## config.mk

```make
export PLATFORM = sky130hd
export DESIGN_NAME = meb_port
export DESIGN_NICKNAME = d
export VERILOG_FILES = /design/src/include/meb_pkg.sv /design/src/rtl/meb_port.sv
export SDC_FILE = /design/constraint.sdc
export NUM_CORES = 1
export LEC_CHECK = 0
export ABC_AREA = 1
export BUFFER_PORTS_ARGS = -buffer_cell sky130_fd_sc_hd__buf_2
export CAP_MARGIN = 5
export CORE_ASPECT_RATIO = 0.75
export CORE_MARGIN = 4
export CORE_UTILIZATION = 40
export CTS_CLUSTER_DIAMETER = 50
export CTS_CLUSTER_SIZE = 14
export DETAILED_ROUTE_END_ITERATION = 8
export GPL_TIMING_DRIVEN = 0
export RECOVER_POWER = 25
export SYNTH_ARGS = -nofsm -noshare
export SYNTH_HDL_FRONTEND = slang
export SYNTH_SLANG_ARGS = --single-unit
```

## constraint.sdc

```tcl
create_clock -name mclk -period 9.5 [get_ports mclk]
set_input_delay 1.425 -clock mclk [delete_from_list [all_inputs] [get_ports mclk]]
set_output_delay 1.425 -clock mclk [all_outputs]
set_load 0.01 [all_outputs]
```

## src/include/meb_pkg.sv

```systemverilog
package meb_pkg;
    // Register offsets within the 64-byte block window.
    localparam logic [5:0] OFF_PA_DATA  = 6'h00;
    localparam logic [5:0] OFF_PB_DATA  = 6'h01;
    localparam logic [5:0] OFF_PA_DIR   = 6'h02;
    localparam logic [5:0] OFF_PB_DIR   = 6'h03;
    localparam logic [5:0] OFF_PE_DATA  = 6'h08;
    localparam logic [5:0] OFF_PE_DIR   = 6'h09;
    localparam logic [5:0] OFF_PE_ASSIGN = 6'h0a;
    localparam logic [5:0] OFF_MODE     = 6'h0b;
    localparam logic [5:0] OFF_PULL     = 6'h0c;
    localparam logic [5:0] OFF_RDRIVE   = 6'h0d;
    localparam logic [5:0] OFF_BUS_CTL  = 6'h0e;
    localparam logic [5:0] OFF_IRQ_CTL  = 6'h1e;
    localparam logic [5:0] OFF_PK_DATA  = 6'h32;
    localparam logic [5:0] OFF_PK_DIR   = 6'h33;
    localparam int         OFF_WIDTH    = 6;
    // Field positions.
    localparam int PORT_E_PIN_ASSIGNMENT_CLK_DIS  = 4;
    localparam int PORT_E_PIN_ASSIGNMENT_LSTR_EN  = 3;
    localparam int PORT_E_PIN_ASSIGNMENT_RW_EN    = 2;
    localparam int MODE_FLD_LO   = 5;
    localparam int MODE_INTERNAL_VISIBILITY     = 3;
    localparam int MODE_EXP_EN   = 0;
    localparam int BCTL_STRETCH  = 0;
    localparam int IRQ_EDGE      = 7;
    localparam int IRQ_ENABLE    = 6;
    // Reset values.
    localparam logic [7:0] RST_BYTE  = 8'h00;
    localparam logic [7:0] RST_INTERRUPT_PIN_CONTROL = 8'h40;
    // Operating mode codes held in the upper three mode bits.
    localparam logic [2:0] MD_EMU_NARROW = 3'h1;
    localparam logic [2:0] MD_EMU_WIDE   = 3'h3;
    localparam logic [2:0] MD_PERIPH     = 3'h6;
    localparam logic [2:0] MD_NORM_WIDE  = 3'h7;
    // Extra high-phase cycles of a slow access.
    localparam logic [3:0] STRETCH_CYC = 4'h2;
    localparam logic [1:0] MODE_CAP_WAIT = 2'h2;
    typedef enum logic [2:0] {
        ST_IDLE = 3'b001,
        ST_LOW  = 3'b010,
        ST_HIGH = 3'b100
    } meb_state_t;
endpackage

```

## src/rtl/meb_port.sv

```systemverilog
`timescale 1ns/10ps
// Overview of operation
// - Bus clock runs free, or gives one low-high pulse per access, stretched.
// - Bus clock behaviour set by clock-disable, visibility and stretch bits.
// - Low-byte strobe is low when the low data lane carries valid data.
// - In peripheral mode the strobe pin is an input giving transfer size.
// - In wide or emulation narrow modes, strobe low at clock fall tags low half.
// - Read/write direction is driven out, but is an input in peripheral mode.
// - Port E bit 1 is input only and readable even with interrupt enabled.
// - Maskable interrupt is level or edge sensitive; bit 0 is non-maskable input.
// - Port K bits 6 and 7 may act as data and emulation chip selects.
// - Port A data, port B data, port A direction at offsets 0, 1, 2.
// - Port E data, direction and assignment at offsets 8, 9, 0xA.
// - Pull control, reduced drive and bus control at offsets 0xC, 0xD, 0xE.
// - Interrupt control at 0x1E, port K data and direction at 0x32, 0x33.
// - The block base address is relocatable.
// - Mode pin levels are captured into the mode bits on the third clock after reset ends.
// - Port reads give pin level for input bits, data register for output bits.
// - Unused registers read as zero.
module meb_port (
    input  wire logic        mclk,
    input  wire logic        rst,
    input  wire logic [15:0] regAddr,
    input  wire logic [7:0]  regWdata,
    input  wire logic        regWr,
    input  wire logic        regRd,
    output logic      [7:0]  regRdata,
    input  wire logic [9:0]  blockBase,
    input  wire logic [2:0]  modePins,
    input  wire logic        busReq,
    input  wire logic        busWrite,
    input  wire logic        busWide,
    input  wire logic        busSlow,
    input  wire logic [15:0] busAddr,
    input  wire logic [15:0] busWdata,
    output logic      [15:0] busRdata,
    output logic             busDone,
    input  wire logic        tagOn,
    input  wire logic        xcsHit,
    input  wire logic        ecsHit,
    input  wire logic [5:0]  expAddrHi,
    input  wire logic        irqAck,
    output logic             irqReq,
    output logic             nmiReqN,
    output logic             lowTagN,
    output logic             xferSize8,
    output logic             extWriteN,
    input  wire logic [7:0]  paIn,
    output logic      [7:0]  paOut,
    output logic      [7:0]  paOeN,
    input  wire logic [7:0]  pbIn,
    output logic      [7:0]  pbOut,
    output logic      [7:0]  pbOeN,
    input  wire logic [7:0]  peIn,
    output logic      [7:0]  peOut,
    output logic      [7:0]  peOeN,
    input  wire logic [7:0]  pkIn,
    output logic      [7:0]  pkOut,
    output logic      [7:0]  pkOeN
);
    logic [7:0] paData_reg, pbData_reg, paDir_reg, pbDir_reg;
    logic [7:0] peData_reg, peDir_reg, port_e_pin_assignment_reg, mode_reg;
    logic [7:0] pull_reg, rdrive_reg, busCtl_reg, irqCtl_reg;
    logic [7:0] pkData_reg, pkDir_reg;
    logic [7:0] paS1, paSync, pbS1, pbSync, peS1, peSync, pkS1, pkSync;
    logic [2:0] modeS1, modeSync;
    logic [1:0] capCnt_reg;
    logic       capDone_reg;
    logic       hit, wr, periph, expanded, tagMode;
    logic [5:0] off;
    meb_pkg::meb_state_t state_reg;
    logic [3:0] stretch_reg;
    logic       reqWrite_reg, reqLow_reg;
    logic [15:0] reqAddr_reg, reqWdata_reg;
    logic       eclkNext, irqPin1_reg;

    assign off      = regAddr[meb_pkg::OFF_WIDTH-1:0];
    assign hit      = (regAddr[15:meb_pkg::OFF_WIDTH] == blockBase);
    assign wr       = regWr && hit;
    assign periph   = (mode_reg[7:5] == meb_pkg::MD_PERIPH);
    assign expanded = mode_reg[meb_pkg::MODE_FLD_LO];
    assign tagMode  = (mode_reg[7:5] == meb_pkg::MD_EMU_WIDE)
                   || (mode_reg[7:5] == meb_pkg::MD_NORM_WIDE)
                   || (mode_reg[7:5] == meb_pkg::MD_EMU_NARROW);

    // Two-stage synchronisers for every pin input.
    always_ff @(posedge mclk or posedge rst) begin
        if (rst) begin
            {paS1, paSync, pbS1, pbSync} <= '0;
            {peS1, peSync, pkS1, pkSync} <= {16'h0303, 16'h0000};
            {modeS1, modeSync} <= '0;
        end else begin
            paS1 <= paIn;
            paSync <= paS1;
            pbS1 <= pbIn;
            pbSync <= pbS1;
            peS1 <= peIn;
            peSync <= peS1;
            pkS1 <= pkIn;
            pkSync <= pkS1;
            modeS1 <= modePins;
            modeSync <= modeS1;
        end
    end

    // Register writes; reserved offsets fall through the case untouched.
    always_ff @(posedge mclk or posedge rst) begin
        if (rst) begin
            {paData_reg, pbData_reg, paDir_reg, pbDir_reg} <= {4{meb_pkg::RST_BYTE}};
            {peData_reg, peDir_reg, port_e_pin_assignment_reg} <= {3{meb_pkg::RST_BYTE}};
            {pull_reg, rdrive_reg, busCtl_reg} <= {3{meb_pkg::RST_BYTE}};
            {pkData_reg, pkDir_reg} <= {2{meb_pkg::RST_BYTE}};
            irqCtl_reg <= meb_pkg::RST_INTERRUPT_PIN_CONTROL;
        end else if (wr) begin
            case (off)
                meb_pkg::OFF_PA_DATA:   paData_reg <= regWdata;
                meb_pkg::OFF_PB_DATA:   pbData_reg <= regWdata;
                meb_pkg::OFF_PA_DIR:    paDir_reg <= regWdata;
                meb_pkg::OFF_PB_DIR:    pbDir_reg <= regWdata;
                meb_pkg::OFF_PE_DATA:   peData_reg <= regWdata;
                meb_pkg::OFF_PE_DIR:    peDir_reg <= regWdata;
                meb_pkg::OFF_PE_ASSIGN: port_e_pin_assignment_reg <= regWdata;
                meb_pkg::OFF_PULL:      pull_reg <= regWdata;
                meb_pkg::OFF_RDRIVE:    rdrive_reg <= regWdata;
                meb_pkg::OFF_BUS_CTL:   busCtl_reg <= regWdata;
                meb_pkg::OFF_IRQ_CTL:   irqCtl_reg <= regWdata;
                meb_pkg::OFF_PK_DATA:   pkData_reg <= regWdata;
                meb_pkg::OFF_PK_DIR:    pkDir_reg <= regWdata;
                default: ;
            endcase
        end
    end

    // The pins are only stable after both synchroniser stages have filled,
    // so the mode capture waits that long after reset is released.
    always_ff @(posedge mclk or posedge rst) begin
        if (rst) begin
            mode_reg <= meb_pkg::RST_BYTE;
            capCnt_reg <= 2'h0;
            capDone_reg <= 1'b0;
        end else if (!capDone_reg) begin
            capCnt_reg <= capCnt_reg + 2'h1;
            if (capCnt_reg == meb_pkg::MODE_CAP_WAIT) begin
                mode_reg[7:5] <= modeSync;
                capDone_reg <= 1'b1;
            end
        end else if (wr && off == meb_pkg::OFF_MODE) begin
            mode_reg <= regWdata;
        end
    end

    // Read data stands in the cycle after the strobe.
    always_ff @(posedge mclk or posedge rst) begin
        if (rst) begin
            regRdata <= 8'h00;
        end else if (regRd && hit) begin
            case (off)
                meb_pkg::OFF_PA_DATA:   regRdata <= (paDir_reg & paData_reg)
                                                  | (~paDir_reg & paSync);
                meb_pkg::OFF_PB_DATA:   regRdata <= (pbDir_reg & pbData_reg)
                                                  | (~pbDir_reg & pbSync);
                meb_pkg::OFF_PA_DIR:    regRdata <= paDir_reg;
                meb_pkg::OFF_PB_DIR:    regRdata <= pbDir_reg;
                meb_pkg::OFF_PE_DATA:   regRdata <= (peDir_reg & peData_reg & 8'hfc)
                                                  | (~(peDir_reg & 8'hfc) & peSync);
                meb_pkg::OFF_PE_DIR:    regRdata <= peDir_reg;
                meb_pkg::OFF_PE_ASSIGN: regRdata <= port_e_pin_assignment_reg;
                meb_pkg::OFF_MODE:      regRdata <= mode_reg;
                meb_pkg::OFF_PULL:      regRdata <= pull_reg;
                meb_pkg::OFF_RDRIVE:    regRdata <= rdrive_reg;
                meb_pkg::OFF_BUS_CTL:   regRdata <= busCtl_reg;
                meb_pkg::OFF_IRQ_CTL:   regRdata <= irqCtl_reg;
                meb_pkg::OFF_PK_DATA:   regRdata <= (pkDir_reg & pkData_reg)
                                                  | (~pkDir_reg & pkSync);
                meb_pkg::OFF_PK_DIR:    regRdata <= pkDir_reg;
                default:                regRdata <= 8'h00;
            endcase
        end else begin
            regRdata <= 8'h00;
        end
    end

    // External access sequencer: one low phase, then a high phase that a
    // slow access may stretch when stretching is selected.
    always_ff @(posedge mclk or posedge rst) begin
        if (rst) begin
            state_reg <= meb_pkg::ST_IDLE;
            stretch_reg <= 4'h0;
            {reqWrite_reg, reqLow_reg} <= 2'b00;
            reqAddr_reg <= 16'h0000;
            reqWdata_reg <= 16'h0000;
            busRdata <= 16'h0000;
            busDone <= 1'b0;
        end else begin
            busDone <= 1'b0;
            case (state_reg)
                meb_pkg::ST_IDLE: if (busReq && expanded) begin
                    state_reg <= meb_pkg::ST_LOW;
                    reqWrite_reg <= busWrite;
                    reqLow_reg <= busWide || busAddr[0];
                    reqAddr_reg <= busAddr;
                    reqWdata_reg <= busWdata;
                    stretch_reg <= (busSlow && busCtl_reg[meb_pkg::BCTL_STRETCH])
                                 ? meb_pkg::STRETCH_CYC : 4'h0;
                end
                meb_pkg::ST_LOW: state_reg <= meb_pkg::ST_HIGH;
                meb_pkg::ST_HIGH: begin
                    if (stretch_reg == 4'h0) begin
                        state_reg <= meb_pkg::ST_IDLE;
                        busRdata <= {paSync, pbSync};
                        busDone <= 1'b1;
                    end else begin
                        stretch_reg <= stretch_reg - 4'h1;
                    end
                end
                default: state_reg <= meb_pkg::ST_IDLE;
            endcase
        end
    end

    // Bus clock: port E data bit 4 when disabled, else free-running with visibility on, else one pulse per access.
    always_comb begin
        if (port_e_pin_assignment_reg[meb_pkg::PORT_E_PIN_ASSIGNMENT_CLK_DIS]) begin
            eclkNext = peData_reg[4];
        end else if (mode_reg[meb_pkg::MODE_INTERNAL_VISIBILITY]) begin
            eclkNext = ~peOut[4];
        end else begin
            eclkNext = (state_reg == meb_pkg::ST_HIGH);
        end
    end

    // Ports A and B: address in the low phase, write data in the high phase.
    always_ff @(posedge mclk or posedge rst) begin
        if (rst) begin
            {paOut, pbOut} <= 16'h0000;
            {paOeN, pbOeN} <= 16'hffff;
        end else if (periph) begin
            {paOut, pbOut} <= 16'h0000;
            {paOeN, pbOeN} <= 16'hffff;
        end else if (expanded) begin
            {paOut, pbOut} <= (state_reg == meb_pkg::ST_HIGH) ? reqWdata_reg
                                                               : reqAddr_reg;
            {paOeN, pbOeN} <= (state_reg == meb_pkg::ST_LOW
                           || (state_reg == meb_pkg::ST_HIGH && reqWrite_reg))
                           ? 16'h0000 : 16'hffff;
        end else begin
            {paOut, pbOut} <= {paData_reg, pbData_reg};
            {paOeN, pbOeN} <= ~{paDir_reg, pbDir_reg};
        end
    end

    // Port E function overlay; bits 1 and 0 are never driven.
    always_ff @(posedge mclk or posedge rst) begin
        if (rst) begin
            peOut <= 8'h00;
            peOeN <= 8'hff;
        end else begin
            peOut <= peData_reg;
            peOeN <= ~peDir_reg | 8'h03;
            if (!port_e_pin_assignment_reg[meb_pkg::PORT_E_PIN_ASSIGNMENT_CLK_DIS]) begin
                peOut[4] <= eclkNext;
                peOeN[4] <= 1'b0;
            end
            if (periph) begin
                peOeN[3:2] <= 2'b11;
            end else if (expanded) begin
                if (port_e_pin_assignment_reg[meb_pkg::PORT_E_PIN_ASSIGNMENT_LSTR_EN]) begin
                    peOut[3] <= ~((state_reg != meb_pkg::ST_IDLE) && reqLow_reg);
                    peOeN[3] <= 1'b0;
                end
                if (port_e_pin_assignment_reg[meb_pkg::PORT_E_PIN_ASSIGNMENT_RW_EN]) begin
                    peOut[2] <= ~((state_reg != meb_pkg::ST_IDLE) && reqWrite_reg);
                    peOeN[2] <= 1'b0;
                end
            end
        end
    end

    // Port K: chip selects on bits 7 and 6, expanded address below.
    always_ff @(posedge mclk or posedge rst) begin
        if (rst) begin
            pkOut <= 8'h00;
            pkOeN <= 8'hff;
        end else begin
            pkOut <= pkData_reg;
            pkOeN <= ~pkDir_reg;
            if (expanded) begin
                pkOut[7:6] <= {~ecsHit, ~xcsHit};
                pkOeN[7:6] <= 2'b00;
                if (mode_reg[meb_pkg::MODE_EXP_EN]) begin
                    pkOut[5:0] <= expAddrHi;
                    pkOeN[5:0] <= 6'h00;
                end
            end
        end
    end

    // Pin-derived status seen by the core.
    always_ff @(posedge mclk or posedge rst) begin
        if (rst) begin
            irqReq <= 1'b0;
            irqPin1_reg <= 1'b1;
            nmiReqN <= 1'b1;
            lowTagN <= 1'b1;
            xferSize8 <= 1'b0;
            extWriteN <= 1'b1;
        end else begin
            irqPin1_reg <= peSync[1];
            nmiReqN <= peSync[0];
            xferSize8 <= periph && peSync[3];
            extWriteN <= ~periph || peSync[2];
            // A falling edge arriving with the acknowledge still sets the request.
            if (!irqCtl_reg[meb_pkg::IRQ_ENABLE]) begin
                irqReq <= 1'b0;
            end else if (!irqCtl_reg[meb_pkg::IRQ_EDGE]) begin
                irqReq <= !peSync[1];
            end else if (irqPin1_reg && !peSync[1]) begin
                irqReq <= 1'b1;
            end else if (irqAck) begin
                irqReq <= 1'b0;
            end
            lowTagN <= !(tagMode && tagOn && port_e_pin_assignment_reg[meb_pkg::PORT_E_PIN_ASSIGNMENT_LSTR_EN]
                      && peOut[4] && !eclkNext && !peSync[3]);
        end
    end
endmodule

```

# Word-level counts from Yosys, hierarchy flattened

Cells that the tools add are included.

Output and inout bits: 94
Register bits after elaboration: 319
Word-level logic and storage cells: 197
Input bits: 119

Add/sub/neg operators: 2
Equality and inequality tests: 28
Bitwise operators: 24
Reductions and logical operators: 47
Multiplexer cells: 46

Operators with widths:

| cell                                                             | number |
|---|---|
| 8-bit one-hot mux with 14 select lines                           | 1 |
| 8-bit two-way mux                                                | 12 |
| 8-bit bitwise AND                                                | 8 |
| 6-bit by 4-bit == test with 1-bit output (second input constant) | 7 |
| 8-bit NOT                                                        | 5 |
| 2-bit AND reduction                                              | 18 |
| 16-bit two-way mux                                               | 2 |
| 8-bit bitwise OR                                                 | 4 |
| 1-bit two-way mux                                                | 16 |
| 16-bit NOT                                                       | 1 |
| 1-bit logical AND                                                | 15 |
| 6-bit by 2-bit == test with 1-bit output (second input constant) | 2 |
| 6-bit == test (second input constant)                            | 2 |
| 3-bit two-way mux                                                | 4 |
| 6-bit two-way mux                                                | 2 |
| 10-bit == test                                                   | 1 |
| 2-bit two-way mux                                                | 5 |
| 3-bit == test (second input constant)                            | 3 |
| 3-bit one-hot mux with 3 select lines                            | 1 |
| 4-bit two-way mux                                                | 2 |
| 4-bit one-hot mux with 2 select lines                            | 1 |
| 3-bit by 1-bit == test with 1-bit output (second input constant) | 2 |
| 3-bit by 2-bit == test with 1-bit output (second input constant) | 2 |
| 6-bit by 1-bit == test with 1-bit output (second input constant) | 1 |
| 15 further kinds                                                 | 30 |

# Logic depth before layout (Yosys ltp)

Depth in word-level cells: 9
Mapped depth: 11
Gate-level depth less buffers: 11

# Worst setup path after synthesis

Ideal clock, no wire load.

Path kind: input to register
From: input blockBase[9]
To: register pkData_reg[0]
Data arrival time: 2.584 ns
Slack: 6.785 ns
Path buffers: 2
Stages: 11
Data required time: 9.369 ns
Setup time: 0.131 ns
Cell sequence: inv_1 -> nand2_1 -> nand2_1 -> nor2_1 -> nand3_2 -> nor2_8 -> buf_12 -> nand3_4 -> buf_2 -> nand2_1 -> o21ai_1

Cells in the longest elaborated chain, start to end: 3

RTL lines:

| item                                 | RTL line        | text |
|---|---|---|
| from (decl)                          | meb_port.sv:28  | `input wire logic [9:0] blockBase,` |
| 10-bit == test                       | meb_port.sv:78  | `assign hit = (regAddr[15:meb_pkg::OFF_WIDTH] == blockBase);` |
| 1-bit logical AND                    | meb_port.sv:79  | `assign wr = regWr && hit;` |
| 2-bit AND reduction (no source line) | --              |  |
| to (signal assigned)                 | meb_port.sv:112 | `{pkData_reg, pkDir_reg} <= {2{meb_pkg::RST_BYTE}};` |
| to (signal assigned)                 | meb_port.sv:127 | `meb_pkg::OFF_PK_DATA: pkData_reg <= regWdata;` |
| to (decl)                            | meb_port.sv:64  | `logic [7:0] pkData_reg, pkDir_reg;` |

Every way passes these cells.
A chain may end at the register's enable or synchronous reset.

==> out/results.txt <==
Setup slack, reg-to-reg: 7.04 ns
Sw Share: 0.267
Setup crit start kind: input pin
Port Buf Inserts: 209
Avg Inst Size Synth: 9.28 um^2
TritonCTS clock tree: yes
Clk pwr share: 0.380
CP bufs+invs: 6
Reg area: 8030 um^2
Design Power: 3.16 mW
Post-layout min period: 4.40 ns
Vias in the first global route: 10000
Starting Density: 0.406
Max_slew headroom: -0.513
Placed cell areas: 14400 um^2
I/O pin total: 213
Clock latency on the worst-skew pair: 0.56 ns
Status: complete, but fails checks
Drt pass-1 iters: 5
Worst Hold Launch: peS1[2]
Dominant cells by area after synthesis: dfrtp_1, nand2_1, dfstp_2
Leak: 7.70 nW
Worst hold path type: flop to flop
Die area: 34700 um^2
Worst Clk Skew: 0.0144 ns
Via count: 10200
Max Cap Violations: 3
Flop and latch count out of synthesis: 319
CP Class: input pin to async pin
Max-slew violations: 119
Final setup viols: 0
Initial antenna violation count: 2
Beginning of the critical path: rst
WHS Endpoint: peSync[2]
Hold-fix buffers, CTS: 0
Initial DRC count: 860
Synth unique cells: 37
GRT Total Usage: 0.209
Final hold violation count: 0
Max Root-Sink Buffers: 3
Worst-path cell chain: buf_2 > clkinvlp_2 > clkbuf_1 > buf_12 > buf_12 > buf_12
Ratio of cells with drive above 1 in the final layout: 0.204
Placed insts: 1993
Yosys warnings: 0
Area taken by multi-input logic gates: 4020 um^2
Root Buffer: clkbuf_16
Clock-pin transition on the worst setup and hold timing paths: 0.06 ns
Worst Hold Path Cells: 0
Final cell area excluding filler cells: 15300 um^2
Die Span Y: 162 um
Post-CTS Resized: 0
Routed Antenna Nets: 0
Hold WS: 0.347 ns
Reg power frac: 0.500
Worst EP required: 10.17 ns
Slowest cell delay on critical path: 1.70 ns
Reg2reg end: paOeN[3]
CP delay by family, top: buffers and inverters
Num Clock Sinks: 319
Cell mode on critical path: buf_12
CP max FO: 46
VDD IR-drop max: 0.114 mV
Setup TNS: 0 ns
Total congestion overflow: 0
First-pass GRT wire length: 56200 um
Sequential fraction of the synthesis area: 0.632
Row Count: 56
Combinational Power Share: 0.120
Tcrit/Tclk final: 0.463
Detailed Route WL: 36300 um
Nets: 1741
Core ar.: 31300 um^2
Largest net degree at the start of global routing: 47
Post-CTS Setup Bufs: 0
Slew @ Worst Pin: 2.27 ns
Sw Pwr: 844 uW
CP arrival: 5.07 ns
HPWL after DPL: 27300 um
PD cells: 206 nW/um^2
Vias per Instance: 4.95
Crit. End Element: async pin
Synth Cell Area: 12700 um^2
Area Overhead vs Synth: 20.8%
CP max-delay cell: clkbuf_1
Failing checks: capacitance limit, slew limit
Post-route insts no fill: 2050
Num CTS Buffers: 31
Worst Reg-to-Reg Cells: 6
Worst reg2reg startpoint: mode_reg[5]
FMAX: 0.227 GHz
RSZ-0062 raised after global routing: no
WL/cell: 17.7 um
Syn Inst Count: 1370
DRC: 0
H-tree depth: 1
Die W: 214 um
ANT cells: 0
Area leader, netlist: dfrtp_1
GP Congestion: 0.897
Int Power: 2.32 mW
Synth top area share: 0.549
Fillers: 3021
power by group through the flow:
stage               clock (mW)  sequential [mW]  combinational, mW
finish                    1.20             1.58              0.378
CTS                       1.23             1.58              0.385
detailed placement           0             1.60              0.383
global placement             0             1.60              0.369
floorplan                    0             1.60              0.210
global route              1.28             1.60              0.435
final cells by class:
cell class / count / area share
Clock buffer: 45 / 0.0546
Sequential cell: 319 / 0.523
Timing Repair Buffer: 216 / 0.0749
Clock inverter: 12 / 0.00913
Multi-Input combinational cell: 893 / 0.262
Inverter: 108 / 0.0265
Tap cell: 406 / 0.0331
Buffer: 51 / 0.0166
layer usage:
metal | wire length, um | up-vias | GRT usage
met1 | 17600 | 4864 | 0.328
met4 | 774 | 4 | 0.0433
met3 | 3010 | 69 | 0.0491
met2 | 14900 | 380 | 0.296
met5 | 27 | - | 0
li1 | - | 4834 | -
per-stage QoR:
stage,worst slack (ns),utilization
floorplan,3.85,-
global placement,1.98,0.456
detailed placement,6.21,0.460
CTS,6.80,0.491
global route,4.47,0.490
finish,5.10,0.490
Yosys cell counts (all sizes together):
library cell / count
nand2: 502
dfrtp: 279
o21ai: 171
inv: 107
nor2: 91
nand3: 62
dfstp: 40
clkbuf: 30
buf: 21
a21oi: 17
o211ai: 16
nand4: 7
xnor2: 6
nor3: 4
a31oi: 3
xor2: 3
a22oi: 2
ha: 2
clkinv: 1
conb: 1
mux2: 1
nand3b: 1
o2111ai: 1
or2: 1
or3: 1
cell families after synthesis:
| kind of cell | share of synthesized area |
|---|---|
| compound gates | 0.0868 |
| buf+inv | 0.0520 |
| flops | 0.632 |
| mux | 0.000886 |
| simple gates | 0.220 |
| fa+ha+maj | 0.00197 |
| other cells | 0.000295 |
| xor+xnor | 0.00620 |
layout by cell type, fill, tap and decap left out, drive strengths merged, types with 17 or more instances in the layout:
master | synthesis | routed
nand2 | 502 | 502
dfrtp | 279 | 279
buf | 21 | 232
o21ai | 171 | 171
inv | 107 | 109
nor2 | 91 | 91
clkbuf | 30 | 80
nand3 | 62 | 62
dfstp | 40 | 40
a21oi | 17 | 17
worst reg2reg max path, stage by stage (launching register included):
cell and delay [ns]:
dfrtp_1 0.48, inv_1 0.22, nand3_1 0.20, inv_1 0.09
a31oi_1 0.64, clkbuf_1 0.41, o21ai_0 0.29
worst max path at each step:
| stage | cells past startpoint | to |
|---|---|---|
| finish | 6 | pkOeN[6] |
| floorplan | 1 | busCtl_reg[0] |
| global route | 6 | pkOeN[6] |
| CTS | 6 | pkOeN[6] |
| detailed placement | 6 | pkOeN[6] |
| global placement | 2 | pkSync[6] |
Note: power is estimated with default switching activity, not from simulation.
